### config.mk
export PLATFORM = sky130hd
export DESIGN_NAME = ptp_comm_mode_control
export DESIGN_NICKNAME = d
export VERILOG_FILES = /design/src/design/ptp_mode_pkg.sv /design/src/design/ptp_comm_mode_control.sv
export SDC_FILE = /design/constraint.sdc
export NUM_CORES = 1
export LEC_CHECK = 0
export BUFFER_PORTS_ARGS = -buffer_cell sky130_fd_sc_hd__buf_2
export CAP_MARGIN = 20
export CORE_AREA = 5 5 92 94
export CTS_CLUSTER_SIZE = 40
export DETAILED_ROUTE_END_ITERATION = 8
export DIE_AREA = 0 0 97 99
export GPL_ROUTABILITY_DRIVEN = 0
export PLACE_DENSITY = 0.8
export SYNTH_ARGS = -nofsm -noshare
export SYNTH_HDL_FRONTEND = slang
export SYNTH_SLANG_ARGS = --single-unit
### constraint.sdc
create_clock -name core_clk_i -period 6.6 [get_ports core_clk_i]
set_clock_uncertainty 0.1 [all_clocks]
set_input_delay 0 -clock core_clk_i [delete_from_list [all_inputs] [get_ports core_clk_i]]
set_output_delay 0 -clock core_clk_i [all_outputs]
set_load 0.02 [all_outputs]
### src/design/ptp_mode_pkg.sv
// Purpose: shared constants and types for the mode and start-up controller
// Assumes: 100 ns core clock, one host call per request strobe
// Notes: register map, parameter layout, modes and answer codes live here

package ptp_mode_pkg;

  // ****************************************************************
  // timing
  // ****************************************************************
  localparam int CLK_PERIOD_NS = 100;
  localparam int INIT_TIME_NS = 2000;
  localparam int REPARAM_TIME_NS = 1000;
  // least times round up to whole cycles
  localparam int INIT_CYCLES = (INIT_TIME_NS + CLK_PERIOD_NS - 1) / CLK_PERIOD_NS;
  localparam int REPARAM_CYCLES = (REPARAM_TIME_NS + CLK_PERIOD_NS - 1) / CLK_PERIOD_NS;
  localparam int TIMER_W = 8;

  // ****************************************************************
  // host call counts per request kind
  // ****************************************************************
  localparam logic [2:0] SYNC_CALLS = 3'd2;
  localparam logic [2:0] XFER_CALLS = 3'd3;
  localparam logic [2:0] RESET_CALLS = 3'd4;
  localparam logic [2:0] LSTAT_CALLS = 3'd1;
  localparam logic [2:0] LSET_CALLS = 3'd2;

  // ****************************************************************
  // register port
  // ****************************************************************
  localparam int ADDR_W = 4;
  localparam int DATA_W = 16;
  localparam logic [3:0] REG_PARAM = 4'h0;
  localparam logic [3:0] REG_STATUS = 4'h1;
  localparam logic [3:0] REG_CAUSE = 4'h2;
  localparam int STAT_MODE = 0;
  localparam int STAT_FAULT = 2;
  localparam int STAT_TX_BUSY = 3;
  localparam int STAT_SYNC = 4;
  localparam int STAT_ABORT_TX = 5;
  localparam int STAT_ABORT_RX = 6;
  localparam int STAT_RX_COUNT = 8;
  localparam int CAUSE_BREAK = 0;
  localparam int CAUSE_PARAM = 1;
  localparam logic [7:0] RX_FRAMES_MIN = 8'h01;
  localparam logic [7:0] RX_FRAMES_MAX = 8'hFA;

  // ****************************************************************
  // types
  // ****************************************************************
  typedef enum logic [1:0] {
    MODE_INIT = 2'b00,
    MODE_STOP = 2'b01,
    MODE_REPARAM = 2'b10,
    MODE_RUN = 2'b11
  } mode_e;

  typedef enum logic [1:0] {
    DRV_BLOCK_CHECK = 2'b00,
    DRV_ASCII = 2'b01,
    DRV_PRINTER = 2'b10
  } drv_e;

  typedef enum logic [2:0] {
    KIND_SEND = 3'b000,
    KIND_PRINT = 3'b001,
    KIND_RECV = 3'b010,
    KIND_RESET = 3'b011,
    KIND_LSTAT = 3'b100,
    KIND_LSET = 3'b101
  } kind_e;

  typedef enum logic [1:0] {
    ANS_OK = 2'b00,
    ANS_NAK = 2'b01,
    ANS_ABORT = 2'b10
  } ans_e;

  typedef struct packed {
    logic [3:0] baud;
    logic [7:0] rx_frames;
    logic clear_rx;
    logic flow_ctrl;
    logic [1:0] driver;
  } param_s;

  typedef struct packed {
    logic call;
    kind_e kind;
    logic data_last;
  } host_req_s;

  typedef struct packed {
    logic done;
    ans_e code;
  } host_ans_s;

  localparam param_s PARAM_DEFAULT = '{
    baud: 4'h6, rx_frames: 8'h0A, clear_rx: 1'b0, flow_ctrl: 1'b0, driver: 2'b00};
  localparam host_ans_s ANS_IDLE = '{done: 1'b0, code: ANS_OK};

  // parameter set is usable only with a known driver and a legal buffer size
  function automatic logic param_ok(input param_s p);
    param_ok = (p.driver != 2'b11) && (p.rx_frames >= RX_FRAMES_MIN)
      && (p.rx_frames <= RX_FRAMES_MAX);
  endfunction : param_ok

endpackage : ptp_mode_pkg

### src/design/ptp_comm_mode_control.sv
// Purpose: operating mode, start-up and host request control of the serial module
// Assumes: all inputs synchronous to core_clk_i; one host call is one req.call pulse
// Notes: serial driver itself sits outside; this block gates and sequences it

`timescale 1ns/1ps

// Summary of operation
// - stop mode: no driver, every request refused
// - stop holds until break and bad parameters clear
// - reparameterization reinitializes driver, fault indicator on
// - reparameterization refuses traffic, flushes frames, restarts host
// - reparameterization ends in run mode
// - run mode serves sends and holds received frames
// - power-up loads factory default parameters
// - after init start block-check driver, report ready
// - received parameter set triggers reparameterization
// - reparameterize only when parameter set differs
// - host stop aborts transfers, reconnects host
// - ascii/printer without flow control keep serial running
// - synchronization exchange before any new request
// - early sends kept; receive waits for exchange
// - sends and prints accepted only in host run
// - send interrupted by host stop ends aborted
// - serial send starts only after complete data
// - clear option empties buffer on host start
// - otherwise keep configured 1 to 250 frames
// - interrupted receive reports abort, frame resent
// - request completion call counts per kind
module ptp_comm_mode_control (
  input wire logic core_clk_i,
  input wire logic reset_i,
  input wire logic [ptp_mode_pkg::ADDR_W-1:0] reg_addr_i,
  input wire logic [ptp_mode_pkg::DATA_W-1:0] reg_wdata_i,
  input wire logic reg_write_i,
  input wire logic reg_read_i,
  output logic [ptp_mode_pkg::DATA_W-1:0] reg_rdata_o,
  input wire logic host_run_i,
  input wire ptp_mode_pkg::host_req_s host_req_i,
  output ptp_mode_pkg::host_ans_s host_ans_o,
  input wire logic line_break_i,
  input wire logic rx_frame_i,
  input wire logic tx_done_i,
  output logic tx_start_o,
  output logic serial_enable_o,
  output logic group_fault_indicator_o,
  output logic ready_o
);

  // ****************************************************************
  // state
  // ****************************************************************
  ptp_mode_pkg::mode_e mode;
  ptp_mode_pkg::mode_e next_mode;
  ptp_mode_pkg::param_s active_param;
  ptp_mode_pkg::param_s new_param;
  ptp_mode_pkg::kind_e cur_kind;
  logic param_pend;
  logic param_bad;
  logic [ptp_mode_pkg::TIMER_W-1:0] timer;
  logic reparam_entry;
  logic host_run_q;
  logic host_stop_edge;
  logic host_start_edge;
  logic [2:0] call_cnt;
  logic [2:0] sync_cnt;
  logic [2:0] need_calls;
  logic data_seen;
  logic abort_tx;
  logic abort_rx;
  logic tx_busy;
  logic [7:0] rx_count;
  logic serial_ok;
  logic rx_accept;
  logic rx_pop;
  logic send_fire;
  ptp_mode_pkg::param_s wr_param;

  assign wr_param = ptp_mode_pkg::param_s'(reg_wdata_i);
  assign host_stop_edge = host_run_q && !host_run_i;
  assign host_start_edge = !host_run_q && host_run_i;

  // mode sequencing; in run mode, break and bad parameters force stop
  always_comb
  begin
    next_mode = mode;
    unique case (mode)
      ptp_mode_pkg::MODE_INIT:
      begin
        if (timer == '0)
        begin
          next_mode = ptp_mode_pkg::MODE_RUN;
        end
      end
      ptp_mode_pkg::MODE_STOP:
      begin
        if (!line_break_i && !param_bad)
        begin
          next_mode = ptp_mode_pkg::MODE_REPARAM;
        end
      end
      ptp_mode_pkg::MODE_REPARAM:
      begin
        if (timer == '0)
        begin
          next_mode = ptp_mode_pkg::MODE_RUN;
        end
      end
      ptp_mode_pkg::MODE_RUN:
      begin
        if (line_break_i || param_bad)
        begin
          next_mode = ptp_mode_pkg::MODE_STOP;
        end
        else if (param_pend)
        begin
          next_mode = ptp_mode_pkg::MODE_REPARAM;
        end
      end
    endcase
  end

  assign reparam_entry = (next_mode == ptp_mode_pkg::MODE_REPARAM)
    && (mode != ptp_mode_pkg::MODE_REPARAM);

  // ****************************************************************
  // mode register and phase timer
  // ****************************************************************
  always_ff @(posedge core_clk_i or posedge reset_i)
  begin
    if (reset_i)
    begin
      mode <= ptp_mode_pkg::MODE_INIT;
      timer <= ptp_mode_pkg::TIMER_W'(ptp_mode_pkg::INIT_CYCLES - 1);
    end
    else
    begin
      mode <= next_mode;
      if (reparam_entry)
      begin
        timer <= ptp_mode_pkg::TIMER_W'(ptp_mode_pkg::REPARAM_CYCLES - 1);
      end
      else if (timer != '0)
      begin
        timer <= timer - 1'b1;
      end
    end
  end

  // parameter intake; an identical set changes nothing
  always_ff @(posedge core_clk_i or posedge reset_i)
  begin
    if (reset_i)
    begin
      active_param <= ptp_mode_pkg::PARAM_DEFAULT;
      new_param <= ptp_mode_pkg::PARAM_DEFAULT;
      param_pend <= 1'b0;
      param_bad <= 1'b0;
    end
    else if (reg_write_i && reg_addr_i == ptp_mode_pkg::REG_PARAM)
    begin
      new_param <= wr_param;
      param_bad <= !ptp_mode_pkg::param_ok(wr_param);
      param_pend <= ptp_mode_pkg::param_ok(wr_param) && (wr_param != active_param);
    end
    else if (reparam_entry)
    begin
      active_param <= new_param;
      param_pend <= 1'b0;
    end
  end

  // ****************************************************************
  // serial side
  // ****************************************************************
  // stopped host halts the link except ascii/printer without flow control
  assign serial_ok = (mode == ptp_mode_pkg::MODE_RUN) && (host_run_i
    || ((active_param.driver == ptp_mode_pkg::DRV_ASCII
    || active_param.driver == ptp_mode_pkg::DRV_PRINTER)
    && !active_param.flow_ctrl));
  // buffer full refuses further frames
  assign rx_accept = rx_frame_i && serial_ok && (rx_count < active_param.rx_frames);

  always_ff @(posedge core_clk_i or posedge reset_i)
  begin
    if (reset_i)
    begin
      host_run_q <= 1'b0;
    end
    else
    begin
      host_run_q <= host_run_i;
    end
  end

  // receive buffer occupancy; flush wins over arrival
  always_ff @(posedge core_clk_i or posedge reset_i)
  begin
    if (reset_i)
    begin
      rx_count <= 8'h00;
    end
    else if (reparam_entry)
    begin
      rx_count <= 8'h00;
    end
    else if (host_start_edge && active_param.clear_rx)
    begin
      rx_count <= 8'h00;
    end
    else if (rx_accept && !rx_pop)
    begin
      rx_count <= rx_count + 1'b1;
    end
    else if (rx_pop && !rx_accept)
    begin
      rx_count <= rx_count - 1'b1;
    end
  end

  // running send is allowed to finish even after the host stops
  always_ff @(posedge core_clk_i or posedge reset_i)
  begin
    if (reset_i)
    begin
      tx_busy <= 1'b0;
    end
    else if (reparam_entry)
    begin
      tx_busy <= 1'b0;
    end
    else if (send_fire)
    begin
      tx_busy <= 1'b1;
    end
    else if (tx_done_i)
    begin
      tx_busy <= 1'b0;
    end
  end

  // ****************************************************************
  // host request engine
  // ****************************************************************
  always_comb
  begin
    unique case (cur_kind)
      ptp_mode_pkg::KIND_RESET: need_calls = ptp_mode_pkg::RESET_CALLS;
      ptp_mode_pkg::KIND_LSTAT: need_calls = ptp_mode_pkg::LSTAT_CALLS;
      ptp_mode_pkg::KIND_LSET: need_calls = ptp_mode_pkg::LSET_CALLS;
      default: need_calls = ptp_mode_pkg::XFER_CALLS;
    endcase
  end

  logic run_call;
  logic hold_call;
  logic synced;
  logic last_call;
  logic is_send;
  assign synced = (sync_cnt == ptp_mode_pkg::SYNC_CALLS);
  assign run_call = host_req_i.call && host_run_i && (mode == ptp_mode_pkg::MODE_RUN);
  assign last_call = run_call && synced && (call_cnt != 3'd0)
    && (call_cnt + 3'd1 >= need_calls);
  assign is_send = (cur_kind == ptp_mode_pkg::KIND_SEND)
    || (cur_kind == ptp_mode_pkg::KIND_PRINT);
  // a send without its last data or with the link busy keeps taking calls
  assign hold_call = is_send && !abort_tx && (tx_busy
    || !(data_seen || host_req_i.data_last));
  // frame leaves only once all host data arrived and the link is free
  assign send_fire = last_call && is_send && !abort_tx && (data_seen
    || host_req_i.data_last) && !tx_busy;
  assign rx_pop = last_call && (cur_kind == ptp_mode_pkg::KIND_RECV) && !abort_rx
    && (rx_count != 8'h00);

  // call counting, synchronization and abort bookkeeping
  always_ff @(posedge core_clk_i or posedge reset_i)
  begin
    if (reset_i)
    begin
      call_cnt <= 3'd0;
      sync_cnt <= 3'd0;
      cur_kind <= ptp_mode_pkg::KIND_SEND;
      data_seen <= 1'b0;
      abort_tx <= 1'b0;
      abort_rx <= 1'b0;
    end
    else if (reparam_entry)
    begin
      call_cnt <= 3'd0;
      sync_cnt <= 3'd0;
      data_seen <= 1'b0;
      abort_tx <= 1'b0;
      abort_rx <= 1'b0;
    end
    else if (host_stop_edge)
    begin
      call_cnt <= 3'd0;
      sync_cnt <= 3'd0;
      data_seen <= 1'b0;
      if (call_cnt != 3'd0 && is_send)
      begin
        abort_tx <= 1'b1;
      end
      if (call_cnt != 3'd0 && cur_kind == ptp_mode_pkg::KIND_RECV)
      begin
        abort_rx <= 1'b1;
      end
    end
    else if (run_call && !synced)
    begin
      sync_cnt <= sync_cnt + 3'd1;
    end
    else if (run_call && call_cnt == 3'd0)
    begin
      // a receive call with nothing stored is only a poll
      if (host_req_i.kind != ptp_mode_pkg::KIND_RECV || rx_count != 8'h00
        || abort_rx)
      begin
        cur_kind <= host_req_i.kind;
        data_seen <= host_req_i.data_last;
        call_cnt <= 3'd1;
      end
      // status read finishes on its single call, nothing left open
      if (host_req_i.kind == ptp_mode_pkg::KIND_LSTAT)
      begin
        call_cnt <= 3'd0;
      end
    end
    else if (last_call && !hold_call)
    begin
      call_cnt <= 3'd0;
      data_seen <= 1'b0;
      if (is_send)
      begin
        abort_tx <= 1'b0;
      end
      if (cur_kind == ptp_mode_pkg::KIND_RECV)
      begin
        abort_rx <= 1'b0;
      end
    end
    else if (run_call && call_cnt != 3'd0)
    begin
      call_cnt <= call_cnt + 3'd1;
      data_seen <= data_seen || host_req_i.data_last;
    end
  end

  // answers: refusal outside run, abort after an interrupted transfer
  always_ff @(posedge core_clk_i or posedge reset_i)
  begin
    if (reset_i)
    begin
      host_ans_o <= ptp_mode_pkg::ANS_IDLE;
    end
    else
    begin
      host_ans_o <= ptp_mode_pkg::ANS_IDLE;
      if (host_req_i.call && host_run_i && mode != ptp_mode_pkg::MODE_RUN)
      begin
        host_ans_o <= '{done: 1'b1, code: ptp_mode_pkg::ANS_NAK};
      end
      else if (run_call && synced && call_cnt == 3'd0
        && host_req_i.kind == ptp_mode_pkg::KIND_LSTAT)
      begin
        host_ans_o <= '{done: 1'b1, code: ptp_mode_pkg::ANS_OK};
      end
      else if (last_call && is_send && abort_tx)
      begin
        host_ans_o <= '{done: 1'b1, code: ptp_mode_pkg::ANS_ABORT};
      end
      else if (last_call && cur_kind == ptp_mode_pkg::KIND_RECV && abort_rx)
      begin
        host_ans_o <= '{done: 1'b1, code: ptp_mode_pkg::ANS_ABORT};
      end
      else if (last_call && !hold_call)
      begin
        host_ans_o <= '{done: 1'b1, code: ptp_mode_pkg::ANS_OK};
      end
    end
  end

  // ****************************************************************
  // outputs and register reads
  // ****************************************************************
  always_ff @(posedge core_clk_i or posedge reset_i)
  begin
    if (reset_i)
    begin
      tx_start_o <= 1'b0;
      serial_enable_o <= 1'b0;
      group_fault_indicator_o <= 1'b1;
      ready_o <= 1'b0;
    end
    else
    begin
      tx_start_o <= send_fire;
      serial_enable_o <= serial_ok;
      group_fault_indicator_o <= (next_mode == ptp_mode_pkg::MODE_REPARAM)
        || (next_mode == ptp_mode_pkg::MODE_INIT);
      ready_o <= (next_mode == ptp_mode_pkg::MODE_RUN);
    end
  end

  // unmapped addresses read as zero; data valid one cycle after the strobe
  always_ff @(posedge core_clk_i or posedge reset_i)
  begin
    if (reset_i)
    begin
      reg_rdata_o <= '0;
    end
    else
    begin
      reg_rdata_o <= '0;
      if (reg_read_i)
      begin
        unique case (reg_addr_i)
          ptp_mode_pkg::REG_PARAM: reg_rdata_o <= active_param;
          ptp_mode_pkg::REG_STATUS:
          begin
            reg_rdata_o[ptp_mode_pkg::STAT_MODE +: 2] <= mode;
            reg_rdata_o[ptp_mode_pkg::STAT_FAULT] <= group_fault_indicator_o;
            reg_rdata_o[ptp_mode_pkg::STAT_TX_BUSY] <= tx_busy;
            reg_rdata_o[ptp_mode_pkg::STAT_SYNC] <= !synced;
            reg_rdata_o[ptp_mode_pkg::STAT_ABORT_TX] <= abort_tx;
            reg_rdata_o[ptp_mode_pkg::STAT_ABORT_RX] <= abort_rx;
            reg_rdata_o[ptp_mode_pkg::STAT_RX_COUNT +: 8] <= rx_count;
          end
          ptp_mode_pkg::REG_CAUSE:
          begin
            reg_rdata_o[ptp_mode_pkg::CAUSE_BREAK] <= line_break_i;
            reg_rdata_o[ptp_mode_pkg::CAUSE_PARAM] <= param_bad;
          end
          default: reg_rdata_o <= '0;
        endcase
      end
    end
  end

  // ****************************************************************
  // assertions
  // ****************************************************************
  property p_stop_nak;
    @(posedge core_clk_i) disable iff (reset_i)
    (mode == ptp_mode_pkg::MODE_STOP && host_req_i.call && host_run_i)
      |=> (host_ans_o.done && host_ans_o.code == ptp_mode_pkg::ANS_NAK);
  endproperty
  a_stop_nak: assert property (p_stop_nak) else $error("stop call not refused");

  property p_stop_hold;
    @(posedge core_clk_i) disable iff (reset_i)
    (mode == ptp_mode_pkg::MODE_STOP && line_break_i) |=> (mode == ptp_mode_pkg::MODE_STOP);
  endproperty
  a_stop_hold: assert property (p_stop_hold) else $error("stop left with break");

  property p_reparam_fault;
    @(posedge core_clk_i) disable iff (reset_i)
    (mode == ptp_mode_pkg::MODE_REPARAM) |-> group_fault_indicator_o;
  endproperty
  a_reparam_fault: assert property (p_reparam_fault) else $error("fault off in reparam");

  property p_reparam_flush;
    @(posedge core_clk_i) disable iff (reset_i)
    reparam_entry |=> (rx_count == 8'h00 && call_cnt == 3'd0 && !tx_busy);
  endproperty
  a_reparam_flush: assert property (p_reparam_flush) else $error("reparam did not flush");

  property p_reparam_end;
    @(posedge core_clk_i) disable iff (reset_i)
    reparam_entry |=> (mode == ptp_mode_pkg::MODE_REPARAM) [*8] ##1
      (mode == ptp_mode_pkg::MODE_REPARAM) [*2] ##1 (mode == ptp_mode_pkg::MODE_RUN);
  endproperty
  a_reparam_end: assert property (p_reparam_end) else $error("reparam length wrong");

  property p_init_default;
    @(posedge core_clk_i) disable iff (reset_i)
    (mode == ptp_mode_pkg::MODE_INIT) |-> (active_param == ptp_mode_pkg::PARAM_DEFAULT);
  endproperty
  a_init_default: assert property (p_init_default) else $error("init params not default");

  property p_tx_after_data;
    @(posedge core_clk_i) disable iff (reset_i)
    tx_start_o |-> $past(data_seen || host_req_i.data_last) && $past(host_run_i);
  endproperty
  a_tx_after_data: assert property (p_tx_after_data) else $error("send before data");

  property p_clear_on_start;
    @(posedge core_clk_i) disable iff (reset_i)
    (host_start_edge && active_param.clear_rx && !reparam_entry) |=> (rx_count == 8'h00);
  endproperty
  a_clear_on_start: assert property (p_clear_on_start) else $error("buffer kept");

  property p_rx_limit;
    @(posedge core_clk_i) disable iff (reset_i)
    (rx_count <= active_param.rx_frames) || $past(reparam_entry);
  endproperty
  a_rx_limit: assert property (p_rx_limit) else $error("buffer over limit");

  property p_sync_first;
    @(posedge core_clk_i) disable iff (reset_i)
    (!synced) |-> !host_ans_o.done || host_ans_o.code == ptp_mode_pkg::ANS_NAK
      || $past(last_call);
  endproperty
  a_sync_first: assert property (p_sync_first) else $error("request before sync");

endmodule : ptp_comm_mode_control

# Word-level counts from Yosys, hierarchy flattened
# Cells that the tools add are included.
# totals
register_bits	89
latchBits	0
ramBits	0
romBits	0
word_cells	217
memories	0
# classes
add_sub_neg	5
multipliers	0
div_mod_pow	0
n_lt_le_gt_ge	4
eq_ne	27
n_shift	0
n_mux	59
bitwise	4
reduce_logical	88
# ops
cell	n
2-to-1 mux 3 bit	16
2-to-1 mux 8 bit	6
logical AND 1 bit	40
2-to-1 mux 1 bit	27
nonzero test 3 bit	6
2-to-1 mux 16 bit	1
!= test 16 bit	1
case mux 8 bit (2 select lines)	1
nonzero test 8 bit	2
subtractor 8 x 1 -> 8 bit, second input constant	2
AND reduction 5 bit	3
logical NOT 1 bit	14
case mux 2 bit (3 select lines)	2
equality test 2 bit, second input constant	5
case mux 5 bit (2 select lines)	1
equality test 3 x 2 -> 1 bit, second input constant	3
equality test 3 bit, second input constant	3
logical OR 1 bit	9
!= test 3 x 2 -> 1 bit, second input constant	3
case mux 3 bit (3 select lines)	1
adder 8 x 1 -> 8 bit, second input constant	1
greater-or-equal comparator 8 x 1 -> 1 bit, second input constant	1
<= comparator 8 bit, second input constant	1
logical NOT 8 bit	1
22 further kinds	37

# Logic depth before layout (Yosys ltp)
# Gate-level depths: netlist of run 1.
# depth
word_depth	13
depth_mapped	16
depth_no_buf	16

# Worst setup path after synthesis of run 1
# Ideal clock, no wire load.
# synth_path
path_type	flip-flop to flip-flop
from	reg cur_kind[1]
to	reg rx_count[7]
arrival_time_ns	3.800
t_required_ns	6.421
setup_slack_ns	2.621
path_stages_with_launch	17
period_less_slack_ns	3.979
cell_sequence	dfrtp_1 > nor2b_1 > mux2_2 > ha_1 > nand2_1 > o21ai_0 > nand3_1 > a2111o_1 > ha_1 > inv_1 > ha_1 > and3_1 > a221o_1 > o41ai_2 > xnor2_1 > or3_1 > a21oi_1
# synth_between
elab_chain_cells	12
elab_cells_between_ends	17
# synth_rtl
item	line	text
from (decl)	ptp_comm_mode_control.sv:56	ptp_mode_pkg::kind_e cur_kind;
from (signal assigned)	ptp_comm_mode_control.sv:281	cur_kind <= ptp_mode_pkg::KIND_SEND;
from (signal assigned)	ptp_comm_mode_control.sv:318	cur_kind <= host_req_i.kind;
equality test 3 bit or equality test 3 x 2 -> 1 bit (tied branches)	ptp_comm_mode_control.sv:246	unique case (cur_kind)
case mux 3 bit (3 select lines)	ptp_comm_mode_control.sv:246	
greater-or-equal comparator 3 bit	ptp_comm_mode_control.sv:262	&& (call_cnt + 3'd1 >= need_calls);
logical AND 1 bit	ptp_comm_mode_control.sv:262	
logical AND 1 bit (*) (2 in series)	ptp_comm_mode_control.sv:271	assign rx_pop = last_call && (cur_kind == ptp_mode_pkg::KIND_RECV) && !abort_rx
logical AND 1 bit (*)	ptp_comm_mode_control.sv:272	&& (rx_count != 8'h00);
logical NOT 1 bit	ptp_comm_mode_control.sv:210	else if (rx_accept && !rx_pop)
logical AND 1 bit	ptp_comm_mode_control.sv:210	
2-to-1 mux 8 bit	ptp_comm_mode_control.sv:210	
2-to-1 mux 8 bit	ptp_comm_mode_control.sv:206	else if (host_start_edge && active_param.clear_rx)
2-to-1 mux 8 bit	ptp_comm_mode_control.sv:202	else if (reparam_entry)
to (signal assigned)	ptp_comm_mode_control.sv:212	rx_count <= rx_count + 1'b1;
to (signal assigned)	ptp_comm_mode_control.sv:216	rx_count <= rx_count - 1'b1;
to (decl)	ptp_comm_mode_control.sv:71	logic [7:0] rx_count;
# Every way passes the cells marked *; elsewhere a longest branch is shown, timed or not.
# A chain may end at the register's enable or synchronous reset.

# Final worst setup path of run 1
# Ends and elaborated chain as after synthesis.

==> results.cfg, run 1 <==
[min_path]
hp-class = in -> reg
whs_endpoint = reg_rdata_o[7]$_DFF_PP0_
min_from = reg_addr_i[3]
min_delay_path_depth = 3

[placement]
dp_cells = 583
io_buffer_count = 55
dpl.hpwl_um = 7410
placed_cell_area_um2 = 4950

[clock_network]
clock_sinks = 89
worstSkewPairLatency_ns = 0.35
htreeDepth = 3
cts-root-buf = clkbuf_8
cts_tree = done
clkTransAtPathRegs_ns = 0.09
cts_resized = 0
cts_buffer_depth = 2
cts_made_buffers = 9

[setup_path]
reg2reg_to = rx_count[7]$_DFFE_PP0P_
path_cells = nor2b_1 > mux2_2 > ha_1 > nand2_1 > o21ai_0 > nand3_1 > a2111o_1 > ha_1 > inv_1 > ha_1 > and3_1 > a221o_1 > o41ai_2 > xnor2_1 > or3_1 > a21oi_1
critPathTopFamily = compound AO/OA/AOI/OAI gates
cp_max_fo = 7
critPathSlowestCell = dfrtp_1
critPathRequiredTime_ns = 6.76
slowest_delay_ns = 0.45
crit_type = reg -> reg
r2r-start = cur_kind[1]$_DFFE_PP0P_
r2r_slack_ns = 2.21
arrival_ns = 4.56
crit_path_frequent_cell = ha_1
worstSetupEndpointType = flip-flop
worst-path-buf-inv = 1
start_kind = flip-flop
r2r_cells = 16

[finish]
seq_area_um2 = 2240
multi_input_area_um2 = 2200
synthToLayoutAreaGrowth_pct = 21.3
layout.cells.non_filler = 633
drive_gt1_share_pct = 23.2
fin_nets = 582
final_area_um2 = 5520
antenna_cells = 0
n_fill_cell = 532

[global_routing]
grt_overflow = 0
grt_pass1_wl_um = 18200
grt_use_total_pct = 23.2
grt_max_degree = 90
grt_pass1_vias = 3808
antenna_found_initial = 0

[yosys]
synth_edf_count = 0
synth_ff_type = dfrtp_1
ys_seq_area_share_pct = 49.2
synth_area_per_cell_um2 = 10.5
synth.distinct_cells = 48
netlist_instances = 432
ys_warn_count = 0
synth.cell_area_um2 = 4550
yosys-top-cells-area = dfrtp_1 42%, mux2_2 7.2%, dfstp_2 6.9%
syn-num-nets = 488
synth-seq-cells = 89
synth-async-reset-ratio_pct = 100
yosysMostFrequentCell = dfrtp_1
synth_top_area_share_pct = 42.3
synth_top_area_cell = dfrtp_1
synthTopCellsByCount = 77 x dfrtp_1, 37 x nor2_1, 29 x mux2_2

[timing]
fmax_mhz = 228
finalSetupViolCount = 0
grt_setup_unrepaired = false
tns_ns = 0
slew_headroom_pct = 41.5
tightest_slew_ns = 0.870
maxSlewViolCount = 0
hold_viol = 0
layout_min_cycle_time_ns = 4.39
finalCritPeriodShare_pct = 66.6

[floorplanning]
io_pins = 56
std_cell_rows = 32
dieArea_um2 = 9600
coreArea_um2 = 7570
die_h_um = 99
start_util_pct = 60.2
die_w_um = 97

[routing]
routed_wl_um = 10800
drt-initial-drc-count = 184
first_pass_iters = 4
routed_via_density = 5.69
avgRoutedWirePerCell_um = 17.1
ant_nets = 0
drc = 0
vias = 3604

[outcome]
status = completed

[power_and_ir_drop]
p_total_mw = 1.10
cellPowerDensity_nw_per_um2 = 198
leakage_nw = 2.66
irDropWorstVdd_uv = 163

[job]
drv_cap = 0
stage by stage:
step	utilization, %	setup slack, ns	hold slack (ns)
after CTS	72.6	2.22	0.0180
after detailed placement	65.4	2.25	0.118
final	73.0	2.21	0.0218
after global placement	65.4	2.42	0.107
after global routing	73.0	1.93	0.0344
after floorplan	-	2.62	-0.0686
power by group:
part           switching [mW]  total (mW)  internal, mW
clock network           0.192       0.406         0.214
logic                  0.0474      0.0977        0.0503
registers              0.0145       0.592         0.577
metal layers:
metal	global-route usage, %	share of wire (%)	vias to the layer above
met3	3.82	3.7	29
met4	8.53	2.6	0
met2	40.2	51	90
li1	-	-	1709
met5	0	0	-
met1	29.4	43	1776
placed cells by master (no fill, tap or decap), types with 13 or more instances in the layout:
| cell | n |
|---|---|
| dlygate4sd3_1 | 33 |
| ha_1 | 22 |
| o21ai_0 | 24 |
| buf_2 | 55 |
| nor2_1 | 37 |
| a21oi_1 | 17 |
| xor2_1 | 21 |
| nor2b_1 | 24 |
| dfrtp_1 | 77 |
| inv_1 | 21 |
| mux2_2 | 29 |
| nand2_1 | 27 |
| a22oi_1 | 13 |
kinds of logic (layout without fill, tap and decap cells):
group           Yosys count  in the layout  share of synthesized area, %
compound gates           76             76                          10.7
xor+xnor                 28             28                          5.39
fa+ha+maj                23             23                          6.49
buf+inv                  31            130                          2.58
flops                    89             89                          49.2
mux                      34             34                          8.27
simple gates            151            151                          17.4
how the worst max path moves through the flow:
stage / startpoint / endpoint / slack, ns / cells past startpoint
final: cur_kind[1]$_DFFE_PP0P_ / rx_count[7]$_DFFE_PP0P_ / 2.21 / 16
after global routing: cur_kind[1]$_DFFE_PP0P_ / rx_count[7]$_DFFE_PP0P_ / 1.93 / 16
after CTS: cur_kind[1]$_DFFE_PP0P_ / rx_count[7]$_DFFE_PP0P_ / 2.22 / 16
after detailed placement: cur_kind[1]$_DFFE_PP0P_ / rx_count[7]$_DFFE_PP0P_ / 2.25 / 16
after global placement: cur_kind[1]$_DFFE_PP0P_ / rx_count[7]$_DFFE_PP0P_ / 2.42 / 16
after floorplan: cur_kind[1]$_DFFE_PP0P_ / rx_count[7]$_DFFE_PP0P_ / 2.62 / 16
repair_timing:
| action | 4_1_cts | 5_1_grt |
|---|---|---|
| buffers inserted | 0 | 0 |
| hold buffers | 33 | 0 |
| endpoints found under the setup margin | 0 | 0 |
| hold endpoints to repair | 125 | 0 |
worst register-to-register path, cell delays in order (launching register included):
cell      delay, ns
dfrtp_1        0.45
nor2b_1        0.20
mux2_2         0.29
ha_1           0.28
nand2_1        0.05
o21ai_0        0.21
nand3_1        0.20
a2111o_1       0.43
ha_1           0.24
inv_1          0.19
ha_1           0.31
and3_1         0.19
a221o_1        0.35
o41ai_2        0.26
xnor2_1        0.11
or3_1          0.31
a21oi_1        0.16
flip-flops by register name, summed over array words and instances, names as in the netlist, 3 cells and up:
register      flops
cur_kind          3
rx_count          8
reg_rdata_o      16
host_ans_o        3
sync_cnt          3
new_param        16
active_param     16
call_cnt          3
timer             8
cell type report:
class / count / share of cell area, %
Sequential cell: 89 / 40.6
Multi-Input combinational cell: 312 / 39.8
Tap cell: 102 / 2.31
Clock buffer: 11 / 2.38
Timing Repair Buffer: 92 / 11.9
Inverter: 22 / 1.52
Clock inverter: 5 / 1.47
(Power assumes the default switching activity.)
==> run 2: changes to the inputs <==
Settings changed: CORE_AREA 5 5 92 94 to 5 5 100 102, DIE_AREA 0 0 97 99 to 0 0 105 107, PLACE_DENSITY 0.8 to 0.71.
Clock period 6.6 ns to 3.7 ns, I/O delays scaled along.
==> results.cfg, run 2 (same netlist as run 1, synthesis figures left out) <==
[min_path]
hp-class = in -> async

[clock_network]
clock_sinks = 89
cts_made_buffers = 9
cts-root-buf = clkbuf_8
cts_tree = done
clkTransAtPathRegs_ns = 0.09
worstSkewPairLatency_ns = 0.36
htreeDepth = 3
cts_buffer_depth = 2

[finish]
fin_nets = 607
fin_util_pct = 64.5
layout_common_cells = 75 x dfrtp_1, 55 x buf_2, 37 x nor2_1
reg.largest.list = active_param: 16 flops, new_param: 16 flops, reg_rdata_o: 16 flops
n_fill_cell = 722
drive_gt1_share_pct = 30.6
synthToLayoutAreaGrowth_pct = 27.8
antenna_cells = 0
final_common_cell = dfrtp_1
layout.cells.non_filler = 667

[floorplanning]
die_h_um = 107
die_w_um = 105
dieArea_um2 = 11200
std_cell_rows = 35
io_pins = 56
start_util_pct = 50.5
coreArea_um2 = 9020

[placement]
dp_cells = 615
io_buffer_count = 55
dpl.hpwl_um = 7820

[power_and_ir_drop]
irDropWorstVdd_uv = 267
cellPowerDensity_nw_per_um2 = 314
leakage_nw = 2.77
p_clk_share_pct = 33.1
p_int_mw = 1.38
p_comb_share_pct = 9.3
p_seq_share_pct = 57.6
swShare_pct = 24.4
switching_power_uw = 446
p_total_mw = 1.83

[timing]
hold_viol = 0
slew_headroom_pct = 45.7
maxSlewViolCount = 0
grt_setup_unrepaired = true
finalCritPeriodShare_pct = 110
tns_ns = -0.381
fmax_mhz = 245
finalSetupViolCount = 1
tightest_slew_ns = 0.813
layout_min_cycle_time_ns = 4.08
hold_slack_ns = 0.0388
layout_setup_ws_ns = -0.381

[routing]
routed_via_density = 5.39
ant_nets = 0
routed_wl_um = 10900
drt-initial-drc-count = 193
drc = 0
avgRoutedWirePerCell_um = 16.4
first_pass_iters = 4
vias = 3595

[setup_path]
cp_max_fo = 5
r2r_slack_ns = -0.38
crit_type = reg -> reg
start_kind = flip-flop
arrival_ns = 4.26
critPathRequiredTime_ns = 3.88
worstSetupEndpointType = flip-flop

[global_routing]
antenna_found_initial = 0
grt_pass1_vias = 3651
grt_overflow = 0
grt_pass1_wl_um = 17800
grt_max_degree = 40
grt_use_total_pct = 19.6

[outcome]
status = complete, but fails checks
violations = negative setup slack

[job]
drv_cap = 0
run 2: cell count changes in the layout (fill, tap and decap cells not counted), moves of 2 or more:
cell,before,now
nor2b_4,0,2
bufinv_16,2,0
o21ai_1,1,3
nor2b_1,24,21
ha_1,22,13
o21ai_0,24,21
dfrtp_2,0,2
ha_4,0,8
buf_4,3,29
dfrtp_1,77,75
run 2: critical path, cell delays in order, from the launching register on:
cell and delay (ns):
dfrtp_2 0.43, nor2b_4 0.14, mux2_4 0.28, ha_4 0.26, nand2_2 0.05, o21ai_2 0.13, nand3_2 0.10, a2111o_1 0.44
ha_4 0.20, inv_8 0.08, ha_4 0.21, and3_4 0.16, a221o_1 0.36, o41ai_2 0.37, xnor2_1 0.13, or3_1 0.42
a21oi_2 0.14
run 2: power by group through the flow:
stage | Combinational, mW | Clock (mW) | Sequential (mW)
6_report | 0.170 | 0.605 | 1.05
5_1_grt | 0.189 | 0.669 | 1.06
4_1_cts | 0.171 | 0.618 | 1.05
3_5_place_dp | 0.146 | 0 | 1.07
3_3_place_gp | 0.142 | 0 | 1.07
2_1_floorplan | 0.0872 | 0 | 1.07
run 2: layout make-up:
type	count	area [µm²]	share of cell area (%)
multi-input combinational	312	2350	40.3
clock buffer	12	145	2.49
tap	111	139	2.39
timing repair buffer	117	823	14.2
sequential	89	2240	38.6
inverter	22	91.3	1.57
clock inverter	4	27.5	0.473
run 2: per-stage QoR:
step	instance area, µm²	worst slack (ns)
5_1_grt	5820	-0.475
3_3_place_gp	5210	-0.120
2_1_floorplan	4630	-0.0915
4_1_cts	5720	-0.266
3_5_place_dp	5210	-0.231
6_report	5820	-0.381
run 2: final timing paths:
| kind | from | cells after the start | endpoint |
|---|---|---|---|
| max | cur_kind[2]$_DFFE_PP0P_ | 16 | rx_count[7]$_DFFE_PP0P_ |
| min in group core_clk_i | reg_write_i | 5 | active_param[5]$_DFFE_PP1P_ |
| max reg2reg | cur_kind[2]$_DFFE_PP0P_ | 16 | rx_count[7]$_DFFE_PP0P_ |
| max in group asynchronous | reset_i | 4 | active_param[14]$_DFFE_PP1P_ |
| min | reset_i | 3 | timer[2]$_DFFE_PP0P_ |
| min reg2reg | new_param[9]$_DFFE_PP0P_ | 2 | active_param[9]$_DFFE_PP0P_ |
run 2: what timing repair did:
action / in CTS / in global routing
hold buffers: 33 / 0
setup endpoints to repair: 1 / 4
buffers inserted: 0 / 3
pin swaps: 0 / 15
gates resized for setup: 1 / 19
endpoints found under the hold margin: 104 / 0
run 2: layer usage:
layer / vias up / track usage, % / wire (µm)
met5: - / 0 / 0
li1: 1754 / - / -
met1: 1752 / 26.0 / 4840
met4: 0 / 5.39 / 170
met2: 73 / 32.8 / 5420
met3: 16 / 4.09 / 477
==> run 3: changes to the inputs <==
Settings changed: CORE_AREA 5 5 100 102 to 2 2 97 99, DIE_AREA 0 0 105 107 to 0 0 99 101.
==> results.cfg, run 3 (same netlist as run 1, synthesis figures left out) <==
[outcome]
status = complete, but fails checks
violations = negative setup slack

[placement]
post-place-ws_ns = -0.190
dpl.hpwl_um = 7770
io_buffer_count = 55

[finish]
n_fill_cell = 710
drive_gt1_share_pct = 31.2
reg.largest.list = active_param: 16 flops, new_param: 16 flops, reg_rdata_o: 16 flops
synthToLayoutAreaGrowth_pct = 28.9
fin_nets = 609
antenna_cells = 0
final_common_cell = dfrtp_1
layout_common_cells = 75 x dfrtp_1, 55 x buf_2, 37 x nor2_1

[timing]
grt_setup_unrepaired = true
hold_slack_ns = 0.0889
layout_setup_ws_ns = -0.0513
maxSlewViolCount = 0
finalCritPeriodShare_pct = 101
fmax_mhz = 267
layout_min_cycle_time_ns = 3.75
tightest_slew_ns = 0.866
slew_headroom_pct = 42.1
finalSetupViolCount = 1
hold_viol = 0

[routing]
drt-initial-drc-count = 174
ant_nets = 0
drc = 0
first_pass_iters = 4
routed_via_density = 5.49
vias = 3676
avgRoutedWirePerCell_um = 16.4
routed_wl_um = 11000

[power_and_ir_drop]
switching_power_uw = 450
p_clk_share_pct = 33.8
irDropWorstVdd_uv = 325
cellPowerDensity_nw_per_um2 = 315
p_comb_share_pct = 9.2
p_int_mw = 1.40
leakage_nw = 2.78
swShare_pct = 24.3
p_seq_share_pct = 57.1

[setup_path]
cp_max_fo = 5
arrival_ns = 3.93
start_kind = flip-flop
crit_type = reg -> reg
worstSetupEndpointType = flip-flop
critPathRequiredTime_ns = 3.88
r2r_cells = 16

[clock_network]
cts_tree = done
worstSkewPairLatency_ns = 0.36
cts_made_buffers = 9
htreeDepth = 3
clock_sinks = 89
cts_buffer_depth = 2
cts-root-buf = clkbuf_8
clkTransAtPathRegs_ns = 0.08

[global_routing]
antenna_found_initial = 0
grt_pass1_wl_um = 18300
grt_overflow = 0
grt_pass1_vias = 3828
grt_use_total_pct = 23.0
grt_max_degree = 56

[min_path]
min_delay_path_depth = 5
hp-class = in -> reg

[floorplanning]
io_pins = 56
std_cell_rows = 35
start_util_pct = 50.7
die_h_um = 101
die_w_um = 99
dieArea_um2 = 10000
coreArea_um2 = 8980

[job]
drv_cap = 0
run 3: layout make-up:
class / count / area, µm² / share of cell area (%)
Multi-Input combinational cell: 312 / 2370 / 40.4
Clock buffer: 12 / 155 / 2.64
Tap cell: 111 / 139 / 2.37
Clock inverter: 4 / 27.5 / 0.469
Inverter: 22 / 91.3 / 1.56
Sequential cell: 89 / 2240 / 38.3
Timing Repair Buffer: 119 / 838 / 14.3
run 3: power by group through the flow:
stage,Combinational (mW),Clock [mW],Sequential [mW]
global placement,0.141,0,1.07
detailed placement,0.146,0,1.07
finish,0.169,0.624,1.05
global route,0.188,0.681,1.06
CTS,0.171,0.636,1.05
floorplan,0.0872,0,1.07
run 3: path summary, 6_finish.rpt:
check	start	endpoint	slack, ns
min in group asynchronous	reset_i	reg_rdata_o[2]$_DFF_PP0_	0.12
setup reg to reg	cur_kind[2]$_DFFE_PP0P_	rx_count[7]$_DFFE_PP0P_	-0.05
hold reg to reg	new_param[8]$_DFFE_PP0P_	active_param[8]$_DFFE_PP0P_	0.38
setup / recovery	cur_kind[2]$_DFFE_PP0P_	rx_count[7]$_DFFE_PP0P_	-0.05
hold / removal	reg_write_i	active_param[7]$_DFFE_PP1P_	0.09
max in group asynchronous	reset_i	rx_count[3]$_DFFE_PP0P_	2.27
run 3: layer usage:
metal / vias up / GRT usage (%) / part of all wire, %
li1: 1764 / - / -
met1: 1815 / 30.2 / 45
met2: 86 / 38.8 / 50
met3: 11 / 4.92 / 4.5
met4: 0 / 6.32 / 1.1
met5: - / 0 / 0
run 3: worst max-delay path: stages (launching register included):
cell      delay (ns)
dfrtp_2         0.44
nor2b_4         0.14
mux2_4          0.28
ha_4            0.26
nand2_2         0.04
o21ai_2         0.15
nand3_2         0.10
a2111o_1        0.34
ha_4            0.20
inv_8           0.08
ha_4            0.21
and3_4          0.16
a221o_1         0.34
o41ai_2         0.24
xnor2_1         0.11
or3_1           0.38
a21oi_2         0.13
run 3: repair_timing:
action                     in CTS  in global routing
hold endpoints to repair       82                  0
setup buffers                   0                  4
hold buffers                   33                  0
setup endpoints to repair       1                  4
pin swaps                       0                 21
gates resized for setup         2                 19
run 3: through the flow:
stage               cells  power [mW]  instance area [µm²]  utilization [%]  setup TNS, ns
finish                669        1.85                 5870             65.4        -0.0513
global route          669        1.93                 5870             65.4         -0.241
CTS                   665        1.86                 5740             63.9         -0.181
detailed placement    616        1.22                 5220             58.1         -0.190
global placement      616        1.21                 5220             58.1         -0.131
floorplan             432        1.16                 4630                -        -0.0915
